## config.mk

```make
export PLATFORM = sky130hd
export DESIGN_NAME = uart_rx_err_irq
export DESIGN_NICKNAME = d
export VERILOG_FILES = /design/src/rtl/uart_rx_pkg.sv /design/src/rtl/uart_rx_err_irq.sv
export SDC_FILE = /design/constraint.sdc
export NUM_CORES = 1
export LEC_CHECK = 0
export BUFFER_PORTS_ARGS = -buffer_cell sky130_fd_sc_hd__buf_2
export CAP_MARGIN = 30
export CORE_MARGIN = 4
export CORE_UTILIZATION = 60
export CTS_BUF_LIST = sky130_fd_sc_hd__clkbuf_2 sky130_fd_sc_hd__clkbuf_4 sky130_fd_sc_hd__clkbuf_8
export CTS_CLUSTER_DIAMETER = 30
export DETAILED_ROUTE_END_ITERATION = 10
export GPL_TIMING_DRIVEN = 1
export MAX_ROUTING_LAYER = met4
export PLACE_DENSITY = 0.77
export SETUP_SLACK_MARGIN = 0.1
export SLEW_MARGIN = 0
export SYNTH_ARGS = -nofsm -noshare
export SYNTH_HDL_FRONTEND = slang
export SYNTH_SLANG_ARGS = --single-unit
```

## constraint.sdc

```tcl
create_clock -name aclk -period 3.5 [get_ports aclk]
set_clock_uncertainty 0.15 [all_clocks]
set_input_delay 0.7 -clock aclk [delete_from_list [all_inputs] [get_ports aclk]]
set_output_delay 0.7 -clock aclk [all_outputs]
set_load 0.03 [all_outputs]
```

## src/rtl/uart_rx_pkg.sv

```systemverilog
// constants, register map and carrier types of the uart receive-side error, interrupt and wake block
// assumes a single 20 MHz system clock and a 32-bit axi4-lite register bus
package uart_rx_pkg;
	// clock and timing
	localparam int unsigned CLK_HZ = 20_000_000;
	localparam int unsigned STARTUP_NS = 51200;
	localparam int unsigned STARTUP_CYCLES = (STARTUP_NS * (CLK_HZ / 1_000_000)) / 1000;
	localparam logic [3:0] OVERSAMPLE_LAST = 4'hf;
	localparam logic [3:0] SAMPLE_A = 4'h7;
	localparam logic [3:0] SAMPLE_C = 4'h9;
	localparam logic [3:0] BITS_EIGHT = 4'h8;
	localparam logic [3:0] BITS_NINE = 4'h9;

	// register byte offsets
	localparam logic [3:0] STATUS_OFS = 4'h0;
	localparam logic [3:0] CONTROL_OFS = 4'h4;
	localparam logic [3:0] DATA_OFS = 4'h8;
	localparam logic [3:0] BAUD_OFS = 4'hc;

	// reset values
	localparam logic [12:0] CONTROL_RST = 13'h0000;
	localparam logic [15:0] BAUD_RST = 16'h0000;

	// axi responses
	localparam logic [1:0] RESP_OKAY = 2'h0;
	localparam logic [1:0] RESP_SLVERR = 2'h2;

	// control register layout, bit 12 down to bit 0
	typedef struct packed {
		logic global_int_enable;
		logic uart_int_enable;
		logic tx_empty_int_enable;
		logic tx_idle_int_enable;
		logic rx_int_enable;
		logic wake_enable;
		logic addr_detect_enable;
		logic two_stop_bits;
		logic parity_odd;
		logic parity_enable;
		logic nine_bit_select;
		logic rx_enable;
		logic uart_enable;
	} ctrl_t;

	// one buffered received word with its own error flags
	typedef struct packed {
		logic [8:0] word;
		logic framing_error;
		logic parity_error;
		logic noise;
	} rx_entry_t;

	typedef enum logic [2:0] {
		RX_IDLE = 3'b000,
		RX_START = 3'b001,
		RX_DATA = 3'b010,
		RX_PARITY = 3'b011,
		RX_STOP1 = 3'b100,
		RX_STOP2 = 3'b101,
		RX_BREAK = 3'b110
	} rx_state_t;
endpackage

```

## src/rtl/uart_rx_err_irq.sv

```systemverilog
// uart receiver with error flags, interrupt gating, address detect and line wake-up
// assumes aclk is the system clock, rx_line is asynchronous, tx flags come from the same clock
//
// Behaviour
// - two buffered words, third sets overrun
// - overrun keeps buffer, drops word, interrupts
// - overrun clears on status then data
// - noise flag rises with data-available, no interrupt
// - noise clears on status then data read; here a data read alone pops the word and its noise flag
// - low stop bit sets framing error
// - framing error stored with word, reset clears
// - parity error when enabled and wrong
// - interrupt is a low pulse, five sources
// - tx enables separate, rx enable shared
// - flags read-only, cleared by access sequence; here only overrun needs it, noise, framing and parity clear on any data read
// - address detect needs high top bit
// - without address detect, every word interrupts
// - falling line edge wakes when clock stopped
// - receive data ignored during start-up period
// - wake interrupt gated, issued after start-up
// - stopped clock pauses the reception
// - sleep leaves registers unchanged
// - data-available clears on status then data; here a data read of the last word clears it, status read or not
// - break is framing error with zeros
//
// Design decisions made here: the placing of the registers and the AXI4-Lite interface to the registers.
module uart_rx_err_irq #(
	parameter int unsigned STARTUP_LEN = uart_rx_pkg::STARTUP_CYCLES,
	parameter int unsigned FIFO_DEPTH = 2
) (
	// clock and reset
	input wire logic aclk,
	input wire logic aresetn,
	// axi4-lite write
	input wire logic [3:0] s_axi_awaddr,
	input wire logic s_axi_awvalid,
	output logic s_axi_awready,
	input wire logic [31:0] s_axi_wdata,
	input wire logic [3:0] s_axi_wstrb,
	input wire logic s_axi_wvalid,
	output logic s_axi_wready,
	output logic [1:0] s_axi_bresp,
	output logic s_axi_bvalid,
	input wire logic s_axi_bready,
	// axi4-lite read
	input wire logic [3:0] s_axi_araddr,
	input wire logic s_axi_arvalid,
	output logic s_axi_arready,
	output logic [31:0] s_axi_rdata,
	output logic [1:0] s_axi_rresp,
	output logic s_axi_rvalid,
	input wire logic s_axi_rready,
	// serial line and power
	input wire logic rx_line,
	input wire logic uart_clk_stop,
	input wire logic tx_empty,
	input wire logic tx_idle,
	// to the system
	output logic uart_irq_n,
	output logic wake_req
);
	import uart_rx_pkg::*;

	localparam int PW = (FIFO_DEPTH > 1) ? $clog2(FIFO_DEPTH) : 1;
	localparam logic [PW:0] DEPTH_CNT = (PW+1)'(FIFO_DEPTH);

	function automatic logic majority(input logic [2:0] s);
		majority = (s[0] & s[1]) | (s[0] & s[2]) | (s[1] & s[2]);
	endfunction

	function automatic logic [PW-1:0] ptr_inc(input logic [PW-1:0] p);
		ptr_inc = (p == PW'(FIFO_DEPTH - 1)) ? '0 : p + 1'b1;
	endfunction

	// registers
	logic [12:0] ctrl_q;
	logic [15:0] baud_q;
	ctrl_t ctrl;
	assign ctrl = ctrl_t'(ctrl_q);

	// bus decode
	wire wr_go = s_axi_awvalid & s_axi_wvalid & ~s_axi_bvalid;
	wire rd_go = s_axi_arvalid & ~s_axi_rvalid;
	wire wr_ctrl = wr_go & (s_axi_awaddr == CONTROL_OFS);
	wire wr_baud = wr_go & (s_axi_awaddr == BAUD_OFS);
	wire wr_mapped = (s_axi_awaddr == STATUS_OFS) | (s_axi_awaddr == CONTROL_OFS) |
		(s_axi_awaddr == DATA_OFS) | (s_axi_awaddr == BAUD_OFS);
	wire rd_status = rd_go & (s_axi_araddr == STATUS_OFS);
	wire rd_data = rd_go & (s_axi_araddr == DATA_OFS);
	wire status_access = rd_status | (wr_go & (s_axi_awaddr == STATUS_OFS));
	assign s_axi_awready = wr_go;
	assign s_axi_wready = wr_go;
	assign s_axi_arready = rd_go;

	// line synchroniser, level changes once stages two and three agree
	logic [2:0] rx_sync_q;
	logic rx_lvl_q;
	wire rx_lvl_d = (rx_sync_q[1] == rx_sync_q[2]) ? rx_sync_q[2] : rx_lvl_q;
	wire rx_fall = rx_lvl_q & ~rx_lvl_d;

	// receiver state
	rx_state_t rx_state_q;
	logic [15:0] baud_cnt_q;
	logic [3:0] sub_q;
	logic [3:0] bit_cnt_q;
	logic [2:0] samp_q;
	logic [8:0] shift_q;
	logic par_acc_q, nf_q, framing_error_flag_q, parity_error_flag_q;
	logic [31:0] ignore_q;

	wire ignoring = (ignore_q != 32'h0);
	wire run = ~uart_clk_stop & ctrl.uart_enable & ctrl.rx_enable;
	wire tick = run & (baud_cnt_q == baud_q);
	wire bit_end = tick & (sub_q == OVERSAMPLE_LAST);
	wire bit_val = majority(samp_q);
	wire samp_noise = (samp_q != 3'b000) & (samp_q != 3'b111);
	wire [3:0] nbits = ctrl.nine_bit_select ? BITS_NINE : BITS_EIGHT;
	wire last_stop = bit_end & ((rx_state_q == RX_STOP2) | ((rx_state_q == RX_STOP1) & ~ctrl.two_stop_bits));
	wire stop_low = bit_end & ~bit_val & ((rx_state_q == RX_STOP1) | (rx_state_q == RX_STOP2));
	wire frame_framing_error_flag = framing_error_flag_q | stop_low;
	wire [8:0] frame_word = ctrl.nine_bit_select ? shift_q : {1'b0, shift_q[8:1]};
	wire is_break = frame_framing_error_flag & (frame_word == 9'h000) & ~bit_val;

	// buffer
	rx_entry_t mem_q [FIFO_DEPTH];
	logic [PW-1:0] wr_ptr_q, rd_ptr_q;
	logic [PW:0] count_q;
	wire full = (count_q == DEPTH_CNT);
	wire empty = (count_q == '0);
	wire push_ok = last_stop & ~full;
	wire ovr_evt = last_stop & full;
	wire pop = rd_data & ~empty;
	rx_entry_t head;
	assign head = mem_q[rd_ptr_q];
	rx_entry_t new_entry;
	assign new_entry = '{word: is_break ? 9'h000 : frame_word, framing_error: frame_framing_error_flag,
		parity_error: parity_error_flag_q, noise: nf_q | (bit_end & samp_noise)};
	wire push_msb = ctrl.nine_bit_select ? frame_word[8] : frame_word[7];

	// access sequence arming and overrun flag
	logic armed_q, ovr_q;

	// status word
	wire [7:0] status_word = {tx_empty, tx_idle, ~empty, rx_state_q == RX_IDLE, ovr_q,
		~empty & head.noise, ~empty & head.framing_error, ~empty & head.parity_error};

	// interrupt sources
	logic tx_empty_q, tx_idle_q;
	logic [31:0] wake_wait_q;
	logic wake_pend_q;
	wire wake_cond = uart_clk_stop & ctrl.wake_enable & ctrl.uart_enable & ctrl.rx_enable &
		ctrl.rx_int_enable;
	wire wake_evt = wake_cond & rx_fall;
	wire wake_done = wake_pend_q & (wake_wait_q == 32'h1);
	wire int_gate = ctrl.global_int_enable & ctrl.uart_int_enable;
	wire rx_src = ctrl.rx_int_enable & ((push_ok & (~ctrl.addr_detect_enable | push_msb)) | ovr_evt);
	wire tx_src = (ctrl.tx_empty_int_enable & tx_empty & ~tx_empty_q) |
		(ctrl.tx_idle_int_enable & tx_idle & ~tx_idle_q);
	wire wake_src = wake_done;
	wire irq_fire = int_gate & (rx_src | tx_src | wake_src);

	// registers keep their values while the clock source is stopped
	always_ff @(posedge aclk) begin
		if (!aresetn) begin
			ctrl_q <= CONTROL_RST;
			baud_q <= BAUD_RST;
		end else begin
			if (wr_ctrl)
				ctrl_q <= s_axi_wdata[12:0];
			if (wr_baud)
				baud_q <= s_axi_wdata[15:0];
		end
	end

	// bus responses
	always_ff @(posedge aclk) begin
		if (!aresetn) begin
			s_axi_bvalid <= 1'b0;
			s_axi_bresp <= RESP_OKAY;
			s_axi_rvalid <= 1'b0;
			s_axi_rresp <= RESP_OKAY;
			s_axi_rdata <= 32'h0;
		end else begin
			if (wr_go) begin
				s_axi_bvalid <= 1'b1;
				s_axi_bresp <= wr_mapped ? RESP_OKAY : RESP_SLVERR;
			end else if (s_axi_bready)
				s_axi_bvalid <= 1'b0;
			if (rd_go) begin
				s_axi_rvalid <= 1'b1;
				s_axi_rresp <= RESP_OKAY;
				if (s_axi_araddr == STATUS_OFS)
					s_axi_rdata <= {24'h0, status_word};
				else if (s_axi_araddr == CONTROL_OFS)
					s_axi_rdata <= {19'h0, ctrl_q};
				else if (s_axi_araddr == DATA_OFS)
					s_axi_rdata <= {23'h0, empty ? 9'h000 : head.word};
				else if (s_axi_araddr == BAUD_OFS)
					s_axi_rdata <= {16'h0, baud_q};
				else begin
					s_axi_rdata <= 32'h0;
					s_axi_rresp <= RESP_SLVERR;
				end
			end else if (s_axi_rready)
				s_axi_rvalid <= 1'b0;
		end
	end

	// line sampling
	always_ff @(posedge aclk) begin
		if (!aresetn) begin
			rx_sync_q <= 3'b111;
			rx_lvl_q <= 1'b1;
		end else begin
			rx_sync_q <= {rx_sync_q[1:0], rx_line};
			rx_lvl_q <= rx_lvl_d;
		end
	end

	// oversampling timer
	always_ff @(posedge aclk) begin
		if (!aresetn || rx_state_q == RX_IDLE) begin
			baud_cnt_q <= 16'h0;
			sub_q <= 4'h0;
			samp_q <= 3'b000;
		end else if (run) begin
			baud_cnt_q <= tick ? 16'h0 : baud_cnt_q + 1'b1;
			if (tick) begin
				sub_q <= sub_q + 1'b1;
				if (sub_q >= SAMPLE_A && sub_q <= SAMPLE_C)
					samp_q <= {samp_q[1:0], rx_lvl_q};
			end
		end
	end

	// frame state machine
	always_ff @(posedge aclk) begin
		if (!aresetn) begin
			rx_state_q <= RX_IDLE;
			bit_cnt_q <= 4'h0;
			shift_q <= 9'h000;
			par_acc_q <= 1'b0;
			nf_q <= 1'b0;
			framing_error_flag_q <= 1'b0;
			parity_error_flag_q <= 1'b0;
		end else begin
			if (bit_end && samp_noise)
				nf_q <= 1'b1;
			case (rx_state_q)
				RX_IDLE: begin
					nf_q <= 1'b0;
					framing_error_flag_q <= 1'b0;
					parity_error_flag_q <= 1'b0;
					par_acc_q <= 1'b0;
					bit_cnt_q <= 4'h0;
					if (run && rx_fall && !ignoring)
						rx_state_q <= RX_START;
				end
				RX_START: begin
					if (bit_end)
						rx_state_q <= bit_val ? RX_IDLE : RX_DATA;
				end
				RX_DATA: begin
					if (bit_end) begin
						shift_q <= {bit_val, shift_q[8:1]};
						par_acc_q <= par_acc_q ^ bit_val;
						bit_cnt_q <= bit_cnt_q + 1'b1;
						if (bit_cnt_q == nbits - 1'b1)
							rx_state_q <= ctrl.parity_enable ? RX_PARITY : RX_STOP1;
					end
				end
				RX_PARITY: begin
					if (bit_end) begin
						parity_error_flag_q <= (par_acc_q ^ bit_val) ^ ctrl.parity_odd;
						rx_state_q <= RX_STOP1;
					end
				end
				RX_STOP1: begin
					if (bit_end) begin
						framing_error_flag_q <= frame_framing_error_flag;
						if (ctrl.two_stop_bits)
							rx_state_q <= RX_STOP2;
						else
							rx_state_q <= is_break ? RX_BREAK : RX_IDLE;
					end
				end
				RX_STOP2: begin
					if (bit_end)
						rx_state_q <= is_break ? RX_BREAK : RX_IDLE;
				end
				RX_BREAK: begin
					if (run && rx_lvl_q)
						rx_state_q <= RX_IDLE;
				end
				default: rx_state_q <= RX_IDLE;
			endcase
		end
	end

	// two-word receive buffer
	always_ff @(posedge aclk) begin
		if (!aresetn) begin
			wr_ptr_q <= '0;
			rd_ptr_q <= '0;
			count_q <= '0;
			for (int i = 0; i < FIFO_DEPTH; i++)
				mem_q[i] <= '0;
		end else begin
			if (push_ok) begin
				mem_q[wr_ptr_q] <= new_entry;
				wr_ptr_q <= ptr_inc(wr_ptr_q);
			end
			if (pop)
				rd_ptr_q <= ptr_inc(rd_ptr_q);
			count_q <= count_q + (PW+1)'(push_ok) - (PW+1)'(pop);
		end
	end

	// overrun flag, a new overrun wins over the clearing read
	always_ff @(posedge aclk) begin
		if (!aresetn) begin
			armed_q <= 1'b0;
			ovr_q <= 1'b0;
		end else begin
			if (status_access)
				armed_q <= 1'b1;
			else if (rd_data)
				armed_q <= 1'b0;
			if (ovr_evt)
				ovr_q <= 1'b1;
			else if (rd_data && armed_q)
				ovr_q <= 1'b0;
		end
	end

	// wake-up, start-up wait and interrupt pulse
	always_ff @(posedge aclk) begin
		if (!aresetn) begin
			tx_empty_q <= 1'b0;
			tx_idle_q <= 1'b0;
			wake_req <= 1'b0;
			wake_pend_q <= 1'b0;
			wake_wait_q <= 32'h0;
			ignore_q <= 32'h0;
			uart_irq_n <= 1'b1;
		end else begin
			tx_empty_q <= tx_empty;
			tx_idle_q <= tx_idle;
			wake_req <= wake_evt;
			if (wake_evt) begin
				wake_pend_q <= 1'b1;
				wake_wait_q <= STARTUP_LEN;
				ignore_q <= STARTUP_LEN;
			end else begin
				if (wake_wait_q != 32'h0)
					wake_wait_q <= wake_wait_q - 1'b1;
				if (wake_done)
					wake_pend_q <= 1'b0;
				if (ignoring)
					ignore_q <= ignore_q - 1'b1;
			end
			uart_irq_n <= ~irq_fire;
		end
	end
endmodule // uart_rx_err_irq

```

==> results of run 1 <==
[cells in the mapped netlist, types with 4 or more instances]
master / count / share of area [%]
ha_1: 10 / 1.4
nand2b_1: 11 / 0.76
or4_1: 19 / 1.6
a211oi_1: 6 / 0.50
clkbuf_1: 38 / 1.6
or2_2: 7 / 0.48
nand4b_1: 8 / 0.77
o21ai_0: 17 / 0.94
and2_1: 15 / 1.0
a31oi_1: 6 / 0.41
or3_1: 15 / 1.0
xor2_1: 55 / 5.3
nor4_1: 14 / 0.96
nand3b_1: 8 / 0.66
nand4_1: 17 / 1.2
buf_4: 19 / 1.6
xnor2_1: 29 / 2.8
a221oi_1: 10 / 0.96
buf_1: 5 / 0.21
and3_1: 7 / 0.48
o31ai_1: 5 / 0.41
o21a_1: 5 / 0.41
nand3_1: 30 / 1.7
edfxtp_1: 24 / 7.9
a21oi_1: 51 / 2.8
dfxtp_1: 172 / 38
o211ai_1: 7 / 0.58
nor3_1: 16 / 0.88
nor2b_1: 5 / 0.34
a22oi_1: 8 / 0.66
buf_2: 4 / 0.22
mux2i_1: 47 / 5.2
nand2_1: 88 / 3.6
inv_1: 17 / 0.70
nor2_1: 172 / 7.1
[critical path, cell delays in order (launching register included)]
cell	delay [ns]
dfxtp_1	0.46
xnor2_1	0.15
nand3_1	0.08
buf_4	0.17
or2_2	0.37
nor4_4	0.39
inv_2	0.09
ha_1	0.29
inv_1	0.06
ha_1	0.14
xor2_1	0.17
xnor2_1	0.13
nor2_1	0.05
[through the flow]
stage          utilization [%]  hold WS [ns]  worst slack, ns
3_5_place_dp              64.6         0.242            0.445
2_1_floorplan                -         0.236            0.267
3_3_place_gp              64.6         0.238            0.444
6_report                  67.7         0.263            0.668
4_1_cts                   67.7         0.265            0.658
5_1_grt                   67.7         0.265            0.461
[layout make-up]
cell class | count | area share [%]
antenna | 1 | 0.0251
clock buffer | 19 | 2.50
clock inverter | 13 | 2.09
inverter | 20 | 0.754
multi-input combinational | 750 | 46.1
sequential | 196 | 41.8
tap | 184 | 2.31
timing repair buffer | 78 | 4.40
[worst paths after layout]
| kind | from | to | slack, ns | cells past startpoint |
|---|---|---|---|---|
| worst min-delay path | rx_sync_q[0]$_SDFF_PN1_ | rx_sync_q[1]$_SDFF_PN1_ | 0.26 | 1 |
| worst max-delay path | baud_cnt_q[6]$_SDFFE_PP0N_ | count_q[1]$_SDFF_PN0_ | 0.67 | 12 |
| worst max register to register | baud_cnt_q[6]$_SDFFE_PP0N_ | count_q[1]$_SDFF_PN0_ | 0.67 | 12 |
| worst min register to register | rx_sync_q[0]$_SDFF_PN1_ | rx_sync_q[1]$_SDFF_PN1_ | 0.26 | 1 |
[per-layer routing]
layer | up-vias | track usage (%) | routed length (µm)
met5 | - | - | 0
met1 | 3418 | 32.7 | 9360
met2 | 162 | 39.3 | 9510
li1 | 3615 | - | -
met4 | 0 | 6.35 | 267
met3 | 25 | 6.54 | 1070
[sequential cells by signal, indices dropped and copies added, names as in the netlist, 4 cells and up, named ones only]
signal	flops
baud_cnt_q	16
ctrl	13
ignore_q	32
shift_q	9
mem_q	24
sub_q	4
baud_q	16
s_axi_rdata	16
wake_wait_q	32
bit_cnt_q	4
[kinds of logic after synthesis]
family                   share of synthesized area (%)
AND/OR/NAND/NOR                                   24.9
flip-flops                                        45.8
AO/OA/AOI/OAI                                     10.1
buffers and inverters                             4.39
XOR/XNOR                                          8.10
multiplexers                                      5.18
adder cells (fa/ha/maj)                           1.49
other                                           0.0413
[power groups by stage]
stage | Sequential [W] | Clock, W | Combinational (W)
2_1_floorplan | 0.00289 | 0 | 0.00224
3_3_place_gp | 0.00295 | 0 | 0.00265
3_5_place_dp | 0.00295 | 0 | 0.00271
4_1_cts | 0.00291 | 0.00167 | 0.00274
5_1_grt | 0.00297 | 0.00177 | 0.00309
6_report | 0.00291 | 0.00165 | 0.00274
==> summary by stage, run 1 <==
Outcome
The run finished with clean final reports.

Finish
The area used by sequential logic in the layout is about 4200 µm². Summing all multi-input logic gate instances after layout gives 4590 µm². The number of nets at the end of the flow is ~1100. The relative area change from synthesis to final layout is 9.57%.

The final standard cell count with taps included and fillers excluded is 1261. The final standard cell area without fillers is 9950 µm². The filler cell count in the final layout is 1225.

Leaving out fill and tap cells, the most frequent cells in the layout are nor2_1 (172), dfxtp_1 (172), nand2_1 (87), buf_2 (59), xor2_1 (55). In the final layout, the share of cells above drive strength 1 is about 12%.

STA
The count of pins over their slew limit is 0. The setup-violating endpoint count in the final report is 0. The worst-margin pin slew is 0.881 ns.

Setup repair after global routing left no endpoint under its margin. For the finished layout, the period the worst path requires is 2.83 ns. The post-route setup TNS is 0 ns.

Based on the critical path, the design can be clocked at up to 353 MHz. The ratio of final minimum period to clock period is 80.9%. The final hold violation count came to 0.

Headroom to the max-slew limit came out at 41.0%.

Clock tree
The clock tree buffer depth is 2. The clock tree root driver cell is clkbuf_8. TritonCTS built the clock tree. Clock latency on the worst-skew pair, taken at its later pin, is approximately 0.47 ns. Clock-pin slew was measured on the worst setup and hold paths at 0.09 ns. The maximum level of the CTS H-tree is 4.

The post-cts sizing count is 0. The clock sink count is 196. The post-CTS setup buffer count is 0. The CTS buffer count is 17.

After clock tree synthesis, the flow added hold-fix buffers numbering 0.

Global routing
The number of antenna violations at the first check in global routing is 1. The maximum number of pins on one net before global-route repair is 66. The number of global-route vias before repair is roughly 6800. The global-route congestion overflow total is 0. Global routing used roughly a quarter of the available tracks across all layers. The first global-routing pass estimated ~33000 µm of wire.

Routing
After detailed routing, the average wire length per cell comes to between 15 and 20 µm. The via count is just over 7000. The post-detailed-route DRC marker count is 0. The pre-antenna-repair detailed-routing pass consisted of 5 iterations. Dividing the detail-routed via count by the number of cells gives 5.73. In this run, the number of DRC markers left after iteration 0 of detailed routing was around 390.

The number of nets with antenna violations after routing is 0. The final wirelength is 20200 µm.

Power and ir drop
Internal power comes to 0.00454 W. Per report_power, the combinational group accounts for about 38% of the total. In this run, flip-flops and latches consume 39.9% of the power. The power density over the cells is approximately 730 nW/µm². The worst-case vdd ir drop is 0.000743 V. The switching power of the nets is approximately 0.0028 W. The switching part of the total power is between 30% and 40%.

The static leakage is 3.80 nW. The relative contribution of the clock network to total power is 22.6%. The overall power is 0.00730 W.

Die
The horizontal die dimension is 131 µm. The starting density of the core is 61.8%. Measured along the y axis, the die boundary spans roughly 130 µm.

The core box area is 14700 µm². In this run the core area contains 44 standard-cell rows. The die covers 17200 µm². For this design the top-level I/O count stands at 98.

Placement
After detailed placement, the total cell area comes to 9490 µm². After detailed placement, the design holds a cell count of about 1200. Detailed placement ended at an HPWL of 14600 µm.

The number of I/O port buffers is 59. The global placement routability congestion is approximately 0.95.

Logic synthesis
The number of synthesized register bits is 196. The number of distinct library cells after synthesis is 67. The number of synthesized flops with an enable pin is 24. Counting flops with an async set or reset pin after synthesis yields a share of 0%.

Among all flip-flop cells after synthesis, the most frequent one is dfxtp_1. The synthesized cell area is 9080 µm². The average footprint of a synthesized cell is 8.95 µm². Yosys printed 0 warnings.

The gate count of the mapped netlist is 1015. The sequential fraction of the synthesis area is approximately 46%.

Worst setup path
Along the worst path, the maximum fanout reaches 8. The type of the worst setup path is reg -> reg. The required time at the worst-slack endpoint is between 3 and 4 ns. STA classifies the critical path endpoint as a flop. The worst path arrival time is 3.01 ns. The worst setup path is launched from a flop.

Worst hold path
The worst hold path belongs to the class reg -> reg.

Flow run
The count of max-cap constraint violations is 0.
(Power assumes the default switching activity.)
==> run 2: changes to the inputs <==
==> constraint.sdc (replaced) <==
create_clock -name aclk -period 2.85 [get_ports aclk]
set_clock_uncertainty 0.15 [all_clocks]
set_input_delay 0.57 -clock aclk [delete_from_list [all_inputs] [get_ports aclk]]
set_output_delay 0.57 -clock aclk [all_outputs]
set_load 0.03 [all_outputs]
==> run 2 against run 1 <==
Design area rose by 3.1%. Flip-flop and latch count did not move. Power up 30%. First-iteration DRC count grew 54%. Critical path depth decreased by 6. Wire length is 5.0% higher. Sequential share of layout area shrank 1.2 points. Critical path type unchanged. Critical endpoint is now wake_wait_q[28]$_SDFFE_PP0P_. Highest routed layer unchanged.
==> summary by stage, run 2 (same netlist as run 1, synthesis figures left out) <==
STA
The tightest slew margin relative to the limit is 51.3% (+10 points). Setup repair after global routing left no endpoint under its margin. The post-route setup TNS is 0 ns (unchanged). The worst-margin pin slew is 0.730 ns (-0.151 ns). The post-layout minimum cycle time is 2.67 ns (-0.166 ns). The final hold violation count was 0 (unchanged). The setup-violating endpoint count in the final report is 0 (unchanged). The count of pins over their slew limit is 0 (unchanged).

The smallest setup slack after layout is 0.184 ns (-0.484 ns). The ratio of final minimum period to clock period is 93.5% (+13 points). The peak clock frequency supported by timing came to 375 MHz (+6.2%).

Clock tree
TritonCTS built the clock tree. The clock tree buffer depth is 2 (unchanged). The maximum level of the CTS H-tree is 4 (unchanged). The CTS buffer count is 17 (unchanged). The clock sink count was 196 (unchanged).

The clock network latency to the later pin of the worst-skew pair is 0.47 ns (about the same). The clock-pin slew on the worst setup and hold paths is 0.09 ns (about the same). The cell sitting at the root of the clock tree is a clkbuf_8.

Die
The total number of placement rows came to 44 (unchanged). The starting density of the core is 61.8% (unchanged). The horizontal die dimension is 131 µm (unchanged). The floorplan die height is 131 µm (unchanged). The overall die area is 17200 µm² (unchanged). The count of pins on the block boundary is 98 (unchanged). The core box area is 14700 µm² (unchanged).

Routing
The final wirelength came to 21200 µm (+5.0%). The number of vias per cell is 5.79 (+1.2%). The number of nets with antenna violations after routing is 0 (unchanged). The via count is 7473 (+3.5%).

The post-detailed-route DRC marker count is 0 (unchanged). The routed length per instance is 16.5 µm (+2.7%). The number of detailed-routing iterations run before antenna repair is 5 (unchanged).

The number of design-rule violations left by the first detailed-router iteration was 604 (+54%).

Worst setup path
The maximum net fanout on the critical path was 6 (-2). The required time at the worst-slack endpoint came to 3.12 ns (-0.56 ns). STA classifies the critical path endpoint as a flop.

The type of the worst setup path is reg -> reg. The worst path arrival time is 2.93 ns (-0.08 ns). The worst setup path is launched from a flop.

Finish
The number of nets at the end of the flow came to 1158 (+2.7%). The number of inserted diodes is 0 (-1). Leaving out fill and tap cells, the most frequent cell in the layout is nor2_1. Relative to the synthesized area, the layout overhead comes to 12.9%. In the final layout, the registers with the most flip-flops are ignore_q x32, wake_wait_q x32, mem_q x24. The ratio of cells with drive above 1 in the final layout was 15.6% (+3.1 points).

Leaving out fill and tap cells, the most frequent cells in the layout are nor2_1 (172), dfxtp_1 (171), nand2_1 (86), buf_2 (59), xor2_1 (55).

Outcome
The run finished with clean final reports.

Global routing
The global-route congestion overflow total is 0 (unchanged). The number of antenna violations at the first check in global routing is 0 (-1). The maximum number of pins on one net before global-route repair came to 66 (unchanged). The wire length of the first global-routing pass is 33800 µm (+1.8%). The number of global-route vias before repair came to 6755 (-0.50%).

The total routing usage reported by global routing is 25.6% (+0.48 points).

Power and ir drop
The worst-case vdd ir drop is 0.000812 V (+9.3%). The power density over the cells is 923 nW/µm² (+26%). The static leakage was 3.97 nW (+4.3%).

Placement
The worst slack at placement was 0.0903 ns (-0.355 ns). The global placement routability congestion came to 0.906 (-5.0%). The number of I/O port buffers came to 59 (unchanged). The HPWL after detailed placement is 15200 µm (+4.5%).

Flow run
The count of max-cap constraint violations was 0 (unchanged).

Worst hold path
The type of the tightest min-delay check is in -> reg.
==> run 2: cell count changes in the layout (fill, tap and decap cells not counted), sizes merged <==
cell | before | now
diode | 1 | 0
buf | 78 | 108
bufinv | 5 | 6
clkbuf | 19 | 20
inv | 18 | 19
clkinv | 9 | 3
clkinvlp | 1 | 4
==> run 2: per-layer routing <==
metal	routed length (µm)	global-route usage [%]	vias up
met5	0	-	-
li1	-	-	3665
met3	1160	5.24	29
met2	9930	40.5	234
met4	327	6.72	0
met1	9810	33.8	3545
==> run 2: through the flow <==
step / std cells / utilization (%) / cell area [µm²] / total power (W) / hold WS [ns]
after floorplan: 1032 / - / 9150 / 0.00630 / 0.236
after global placement: 1256 / 66.1 / 9720 / 0.00714 / 0.247
after detailed placement: 1256 / 66.1 / 9720 / 0.00722 / 0.243
after CTS: 1288 / 69.5 / 10200 / 0.00938 / 0.117
after global routing: 1290 / 69.8 / 10300 / 0.0100 / 0.118
final: 1290 / 69.8 / 10300 / 0.00947 / 0.134
==> run 2: path summary, 6_finish.rpt <==
check,depth (start not counted),to,slack [ns],from
hold / removal,2,rx_sync_q[0]$_SDFF_PN1_,0.13,rx_line
hold reg to reg,1,rx_sync_q[1]$_SDFF_PN1_,0.26,rx_sync_q[0]$_SDFF_PN1_
setup / recovery,6,wake_wait_q[28]$_SDFFE_PP0P_,0.18,wake_wait_q[3]$_SDFFE_PP0P_
setup reg to reg,6,wake_wait_q[28]$_SDFFE_PP0P_,0.18,wake_wait_q[3]$_SDFFE_PP0P_
==> run 2: what timing repair did <==
item,in CTS,in global routing
endpoints found under the setup margin,3,35
buffers inserted,0,2
gates cloned,0,0
hold buffers,0,0
pin swaps,0,4
gates resized for setup,1,5
==> run 2: worst max-delay path: stages (launching register included) <==
cell and delay (ns):
dfxtp_1 0.36, or4_4 0.58, or4_4 0.55, a211oi_4 0.34, nand3_2 0.16, or4_1 0.40, nand2_1 0.07
==> run 2: layout make-up <==
class / count / area (µm²)
Sequential cell: 196 / 4170
Tap cell: 184 / 230
Fill cell: 1153 / 4440
Clock buffer: 20 / 263
Multi-Input combinational cell: 750 / 4620
Clock inverter: 12 / 228
Inverter: 20 / 75.1
Timing Repair Buffer: 108 / 676
==> run 2: power breakdown <==
part	switching [W]	internal, W
combinational	0.00217	0.00157
sequential	0.000366	0.00321
clock	0.000976	0.00118
==> run 3: changes to the inputs <==
--- a/config.mk
+++ b/config.mk
@@ -5,6 +5,7 @@
 export SDC_FILE = /design/constraint.sdc
 export NUM_CORES = 1
 export LEC_CHECK = 0
+export ABC_AREA = 1
 export BUFFER_PORTS_ARGS = -buffer_cell sky130_fd_sc_hd__buf_2
 export CAP_MARGIN = 30
 export CORE_MARGIN = 4
@@ -13,7 +14,6 @@
 export CTS_CLUSTER_DIAMETER = 30
 export DETAILED_ROUTE_END_ITERATION = 10
 export GPL_TIMING_DRIVEN = 1
-export MAX_ROUTING_LAYER = met4
 export PLACE_DENSITY = 0.77
 export SETUP_SLACK_MARGIN = 0.1
 export SLEW_MARGIN = 0
==> constraint.sdc (replaced) <==
create_clock -name aclk -period 3.4 [get_ports aclk]
set_clock_uncertainty 0.15 [all_clocks]
set_input_delay 0.68 -clock aclk [delete_from_list [all_inputs] [get_ports aclk]]
set_output_delay 0.68 -clock aclk [all_outputs]
set_load 0.03 [all_outputs]
==> run 3 against run 2 <==
Core utilization shrank 3.0 points. Sequential power shrank 18%. First-iteration DRC count grew 2.8%. Synthesized cell count grew 30%. Die area grew 7.3%. Fmax shrank 0.45%. Design area grew 3.8%. Worst hold slack gained 0.095 ns. Via count grew 16%. Sequential share of layout area shrank 1.5 points. Flip-flop and latch count is the same. Non-clock buffer count shrank 38.
==> summary by stage, run 3 <==
Logic synthesis
Yosys instantiated no cell more often than nand2_1. The share of flip-flops with an asynchronous set or reset is 0% (unchanged). The gate count of the mapped netlist was 1319 (+30%). By count the netlist is led by nand2_1 (253), nor2_1 (209), dfxtp_1 (172). In the synthesized netlist the dominant register cell turns out to be dfxtp_1.

The mux cell area share after synthesis came to 0.102% (-5.1 points). The sequential fraction of the synthesis area is 42.5% (-3.3 points). The area fraction of the dominant cell type after synthesis came to 35.2% (-2.7 points). The number of synthesized register bits is 196 (unchanged). The number of distinct library cells after synthesis is 59 (-12%). The number of warnings issued by yosys is 0 (unchanged).

The dominant combinational cell family by area after synthesis is simple AND/OR/NAND/NOR gates. In the post-synthesis netlist, the biggest area contributors are dfxtp_1 (35%), nand2_1 (9.7%), nor2_1 (8.0%). The cell type with the highest aggregate area in the netlist is dfxtp_1. The synthesized-area fraction occupied by xor and xnor cells was 4.21% (-3.9 points). The average footprint of a synthesized cell was 7.42 µm² (-17%). The number of synthesized flops with an enable pin was 24 (unchanged). The synthesized cell area is 9790 µm² (+7.8%). The area share of fa/ha/maj cells after synthesis is 1.28% (-0.21 points). The fraction of the mapped netlist area in compound gates is 13.7% (+3.6 points).

The simple logic cell fraction of the synthesized area came to 29.4% (+4.5 points).

Global routing
The number of antenna violations at the first check in global routing came to 0 (unchanged). The number of global-route vias before repair is 8019 (+19%). The total routing usage reported by global routing is 25.9% (+0.32 points). The maximum number of pins on one net before global-route repair is 61 (-7.6%). The global-route congestion overflow total is 0 (unchanged). The wire length of the first global-routing pass is 38100 µm (+13%).

Clock tree
The clock-pin slew on the worst setup and hold paths is 0.10 ns (about the same). The maximum level of the CTS H-tree is 4 (unchanged). The clock sink count was 196 (unchanged).

The post-cts sizing count is 0 (-1). The post-CTS setup buffer count is 0 (unchanged). The clock network latency to the later pin of the worst-skew pair is 0.49 ns (+0.02 ns). The clock tree buffer depth came to 2 (unchanged). The hold-fix buffer count after cts came to 0 (unchanged). TritonCTS built the clock tree. The CTS buffer count is 17 (unchanged).

The clock tree root driver cell is clkbuf_8.

Routing
The number of detailed-routing iterations run before antenna repair is 7 (+2). The final wirelength is 23600 µm (+11%). The via count is 8659 (+16%).

The met1 routed wirelength after detailed routing is 10300 µm (+5.0%). The routed length per instance is 14.7 µm (-11%). The post-detailed-route DRC marker count was 0 (unchanged).

The total length of routed met2 wires is 11500 µm (+16%). The highest routed metal layer is met4. The number of vias per cell came to 5.40 (-6.8%).

The met3 layer wire length in the routed design is 1140 µm (-1.7%). The number of design-rule violations left by the first detailed-router iteration is 621 (+2.8%). The number of nets with antenna violations after routing is 0 (unchanged).

Worst setup path
The maximum net fanout on the critical path is 5 (-1). The setup slack on the worst flop-to-flop path is 0.72 ns (+0.54 ns). The worst path arrival time is 2.91 ns (-0.02 ns). The type of element capturing the critical path is a flop. The required time at the worst-slack endpoint is 3.63 ns (+0.51 ns). The startpoint type of the worst setup path is a flop. The critical path in this run is classified as reg -> reg. The origin of the critical flop-to-flop path is sub_q[0]$_SDFFE_PP0P_. The endpoint of the most critical register-to-register path is count_q[1]$_SDFF_PN0_. The count of cells along the worst register-to-register path is 14 (+8).

Flow run
The count of max-cap constraint violations is 0 (unchanged).

Finish
The number of inserted diodes is 0 (unchanged). The relative area change from synthesis to final layout is 8.74%. Leaving out fill and tap cells, the most frequent cell in the layout is nand2_1.

The final standard cell count with taps included and fillers excluded came to 1603 (+24%). The filler cell count in the final layout was 1450 (+26%). The number of nets at the end of the flow was 1439 (+24%). In the layout the commonest cells are nand2_1 (252), nor2_1 (209), dfxtp_1 (172), inv_1 (138), a21oi_1 (104). The ratio of cells with drive above 1 in the final layout is 12.5% (-3.0 points).

The largest registers in the layout are ignore_q x32, wake_wait_q x32, mem_q x24.

Die
The horizontal die dimension is 136 µm (+3.6%). The floorplan die height is 136 µm (+3.6%). The core box area is 15900 µm² (+8.5%). The overall die area is 18400 µm² (+7.3%). The total number of placement rows was 46 (+4.5%). The starting density of the core is 61.4% (-0.39 points).

The count of pins on the block boundary came to 98 (unchanged).

Outcome
The flow ran to the end, and the final reports show no timing, DRC or antenna violations.

STA
The hold slack was 0.229 ns (+0.0954 ns). The ratio of final minimum period to clock period is 78.8% (-15 points). The post-route setup TNS is 0 ns (unchanged). The post-layout minimum cycle time was 2.68 ns (+0.0121 ns).

The final hold violation count came to 0 (unchanged). The tightest slew margin relative to the limit came to 47.3% (-4.0 points). The count of pins over their slew limit came to 0 (unchanged). The setup-violating endpoint count in the final report came to 0 (unchanged). The worst-margin pin slew is 0.790 ns (+0.0596 ns). The peak clock frequency supported by timing was 373 MHz (-0.45%). Setup repair after global routing left no endpoint under its margin.

Power and ir drop
The relative contribution of the clock network to total power is 21.6% (-1.2 points). The sequential cell fraction of total power came to 38.8% (+1.1 points). The design internal power came to 0.00442 W (-26%). The power density over the cells came to 710 nW/µm² (-23%). The static leakage came to 4.50 nW (+13%). The switching power of the nets is 0.00314 W (-11%). The share of total power in combinational logic is 39.6% (about the same). The switching part of the total power is 41.5% (+4.4 points). The worst-case vdd ir drop is 0.000416 V (-49%).

Worst hold path
The type of the tightest min-delay check is in -> reg. The cell count of the worst hold path is 2 (unchanged). The sink of the worst hold path is rx_sync_q[0]$_SDFF_PN1_.

The critical hold path startpoint is rx_line.

Placement
The global placement routability congestion came to 0.931 (+2.7%). The HPWL after detailed placement is 17600 µm (+16%). The number of placed instances with taps included is 1571 (+25%). The number of I/O port buffers came to 59 (unchanged).
## run 3: changes by cell type after synthesis, sizes merged, moves of 46 or more
cell   before  now
a21oi      51  106
inv        18  148
mux2i      47    1
nand2      89  262
nor2      172  234
o21ai      20   78
## run 3: kinds of logic after synthesis
logic type	Yosys count
simple gates	624
mux	1
other cells	1
buf+inv	201
fa+ha+maj	10
flops	196
compound gates	239
xor+xnor	47
## run 3: metrics by stage
stage               utilization, %  area [µm²]  total power [W]  setup slack [ns]
floorplan                        -        9850          0.00531             0.813
global placement              64.1       10200          0.00587             0.470
detailed placement            64.1       10200          0.00593             0.393
CTS                           66.8       10600          0.00756             0.726
global route                  66.8       10600          0.00815             0.450
finish                        66.8       10600          0.00756             0.722
## run 3: how the worst max path moves through the flow
| stage | to | slack [ns] | from | depth (start not counted) |
|---|---|---|---|---|
| CTS | count_q[1]$_SDFF_PN0_ | 0.73 | sub_q[0]$_SDFFE_PP0P_ | 14 |
| finish | count_q[1]$_SDFF_PN0_ | 0.72 | sub_q[0]$_SDFFE_PP0P_ | 14 |
| detailed placement | count_q[1]$_SDFF_PN0_ | 0.39 | uart_clk_stop | 17 |
| global placement | count_q[1]$_SDFF_PN0_ | 0.47 | uart_clk_stop | 17 |
| global route | count_q[1]$_SDFF_PN0_ | 0.45 | sub_q[0]$_SDFFE_PP0P_ | 14 |
| floorplan | count_q[1]$_SDFF_PN0_ | 0.81 | uart_clk_stop | 16 |
## run 3: routing by layer
metal | GRT usage, % | up-vias
met2 | 44.1 | 208
met5 | 0 | -
li1 | - | 4373
met4 | 10.6 | 0
met3 | 4.31 | 42
met1 | 32.9 | 4036
## run 3: power by group through the flow
stage / sequential, W / clock, W / combinational, W
after floorplan: 0.00292 / 0 / 0.00239
after global placement: 0.00297 / 0 / 0.00290
after detailed placement: 0.00298 / 0 / 0.00295
after CTS: 0.00293 / 0.00166 / 0.00297
after global routing: 0.00297 / 0.00175 / 0.00342
final: 0.00293 / 0.00163 / 0.00299
## run 3: worst max-delay path, stage by stage (launching register included)
cell     delay (ns)
dfxtp_1        0.41
ha_1           0.21
inv_1          0.07
nor2_1         0.29
nand4_2        0.25
inv_2          0.12
nand2_4        0.07
nor2_8         0.12
inv_1          0.07
ha_1           0.27
inv_1          0.04
ha_1           0.18
xor2_1         0.15
o21ai_0        0.14
a21oi_1        0.05
## run 3: cell type report
class / instances / area (µm²) / area share [%]
Clock buffer: 17 / 234 / 2.20
Clock inverter: 15 / 193 / 1.81
Inverter: 150 / 564 / 5.30
Multi-Input combinational cell: 939 / 4830 / 45.4
Sequential cell: 196 / 4160 / 39.1
Tap cell: 216 / 270 / 2.54
Timing Repair Buffer: 70 / 390 / 3.67
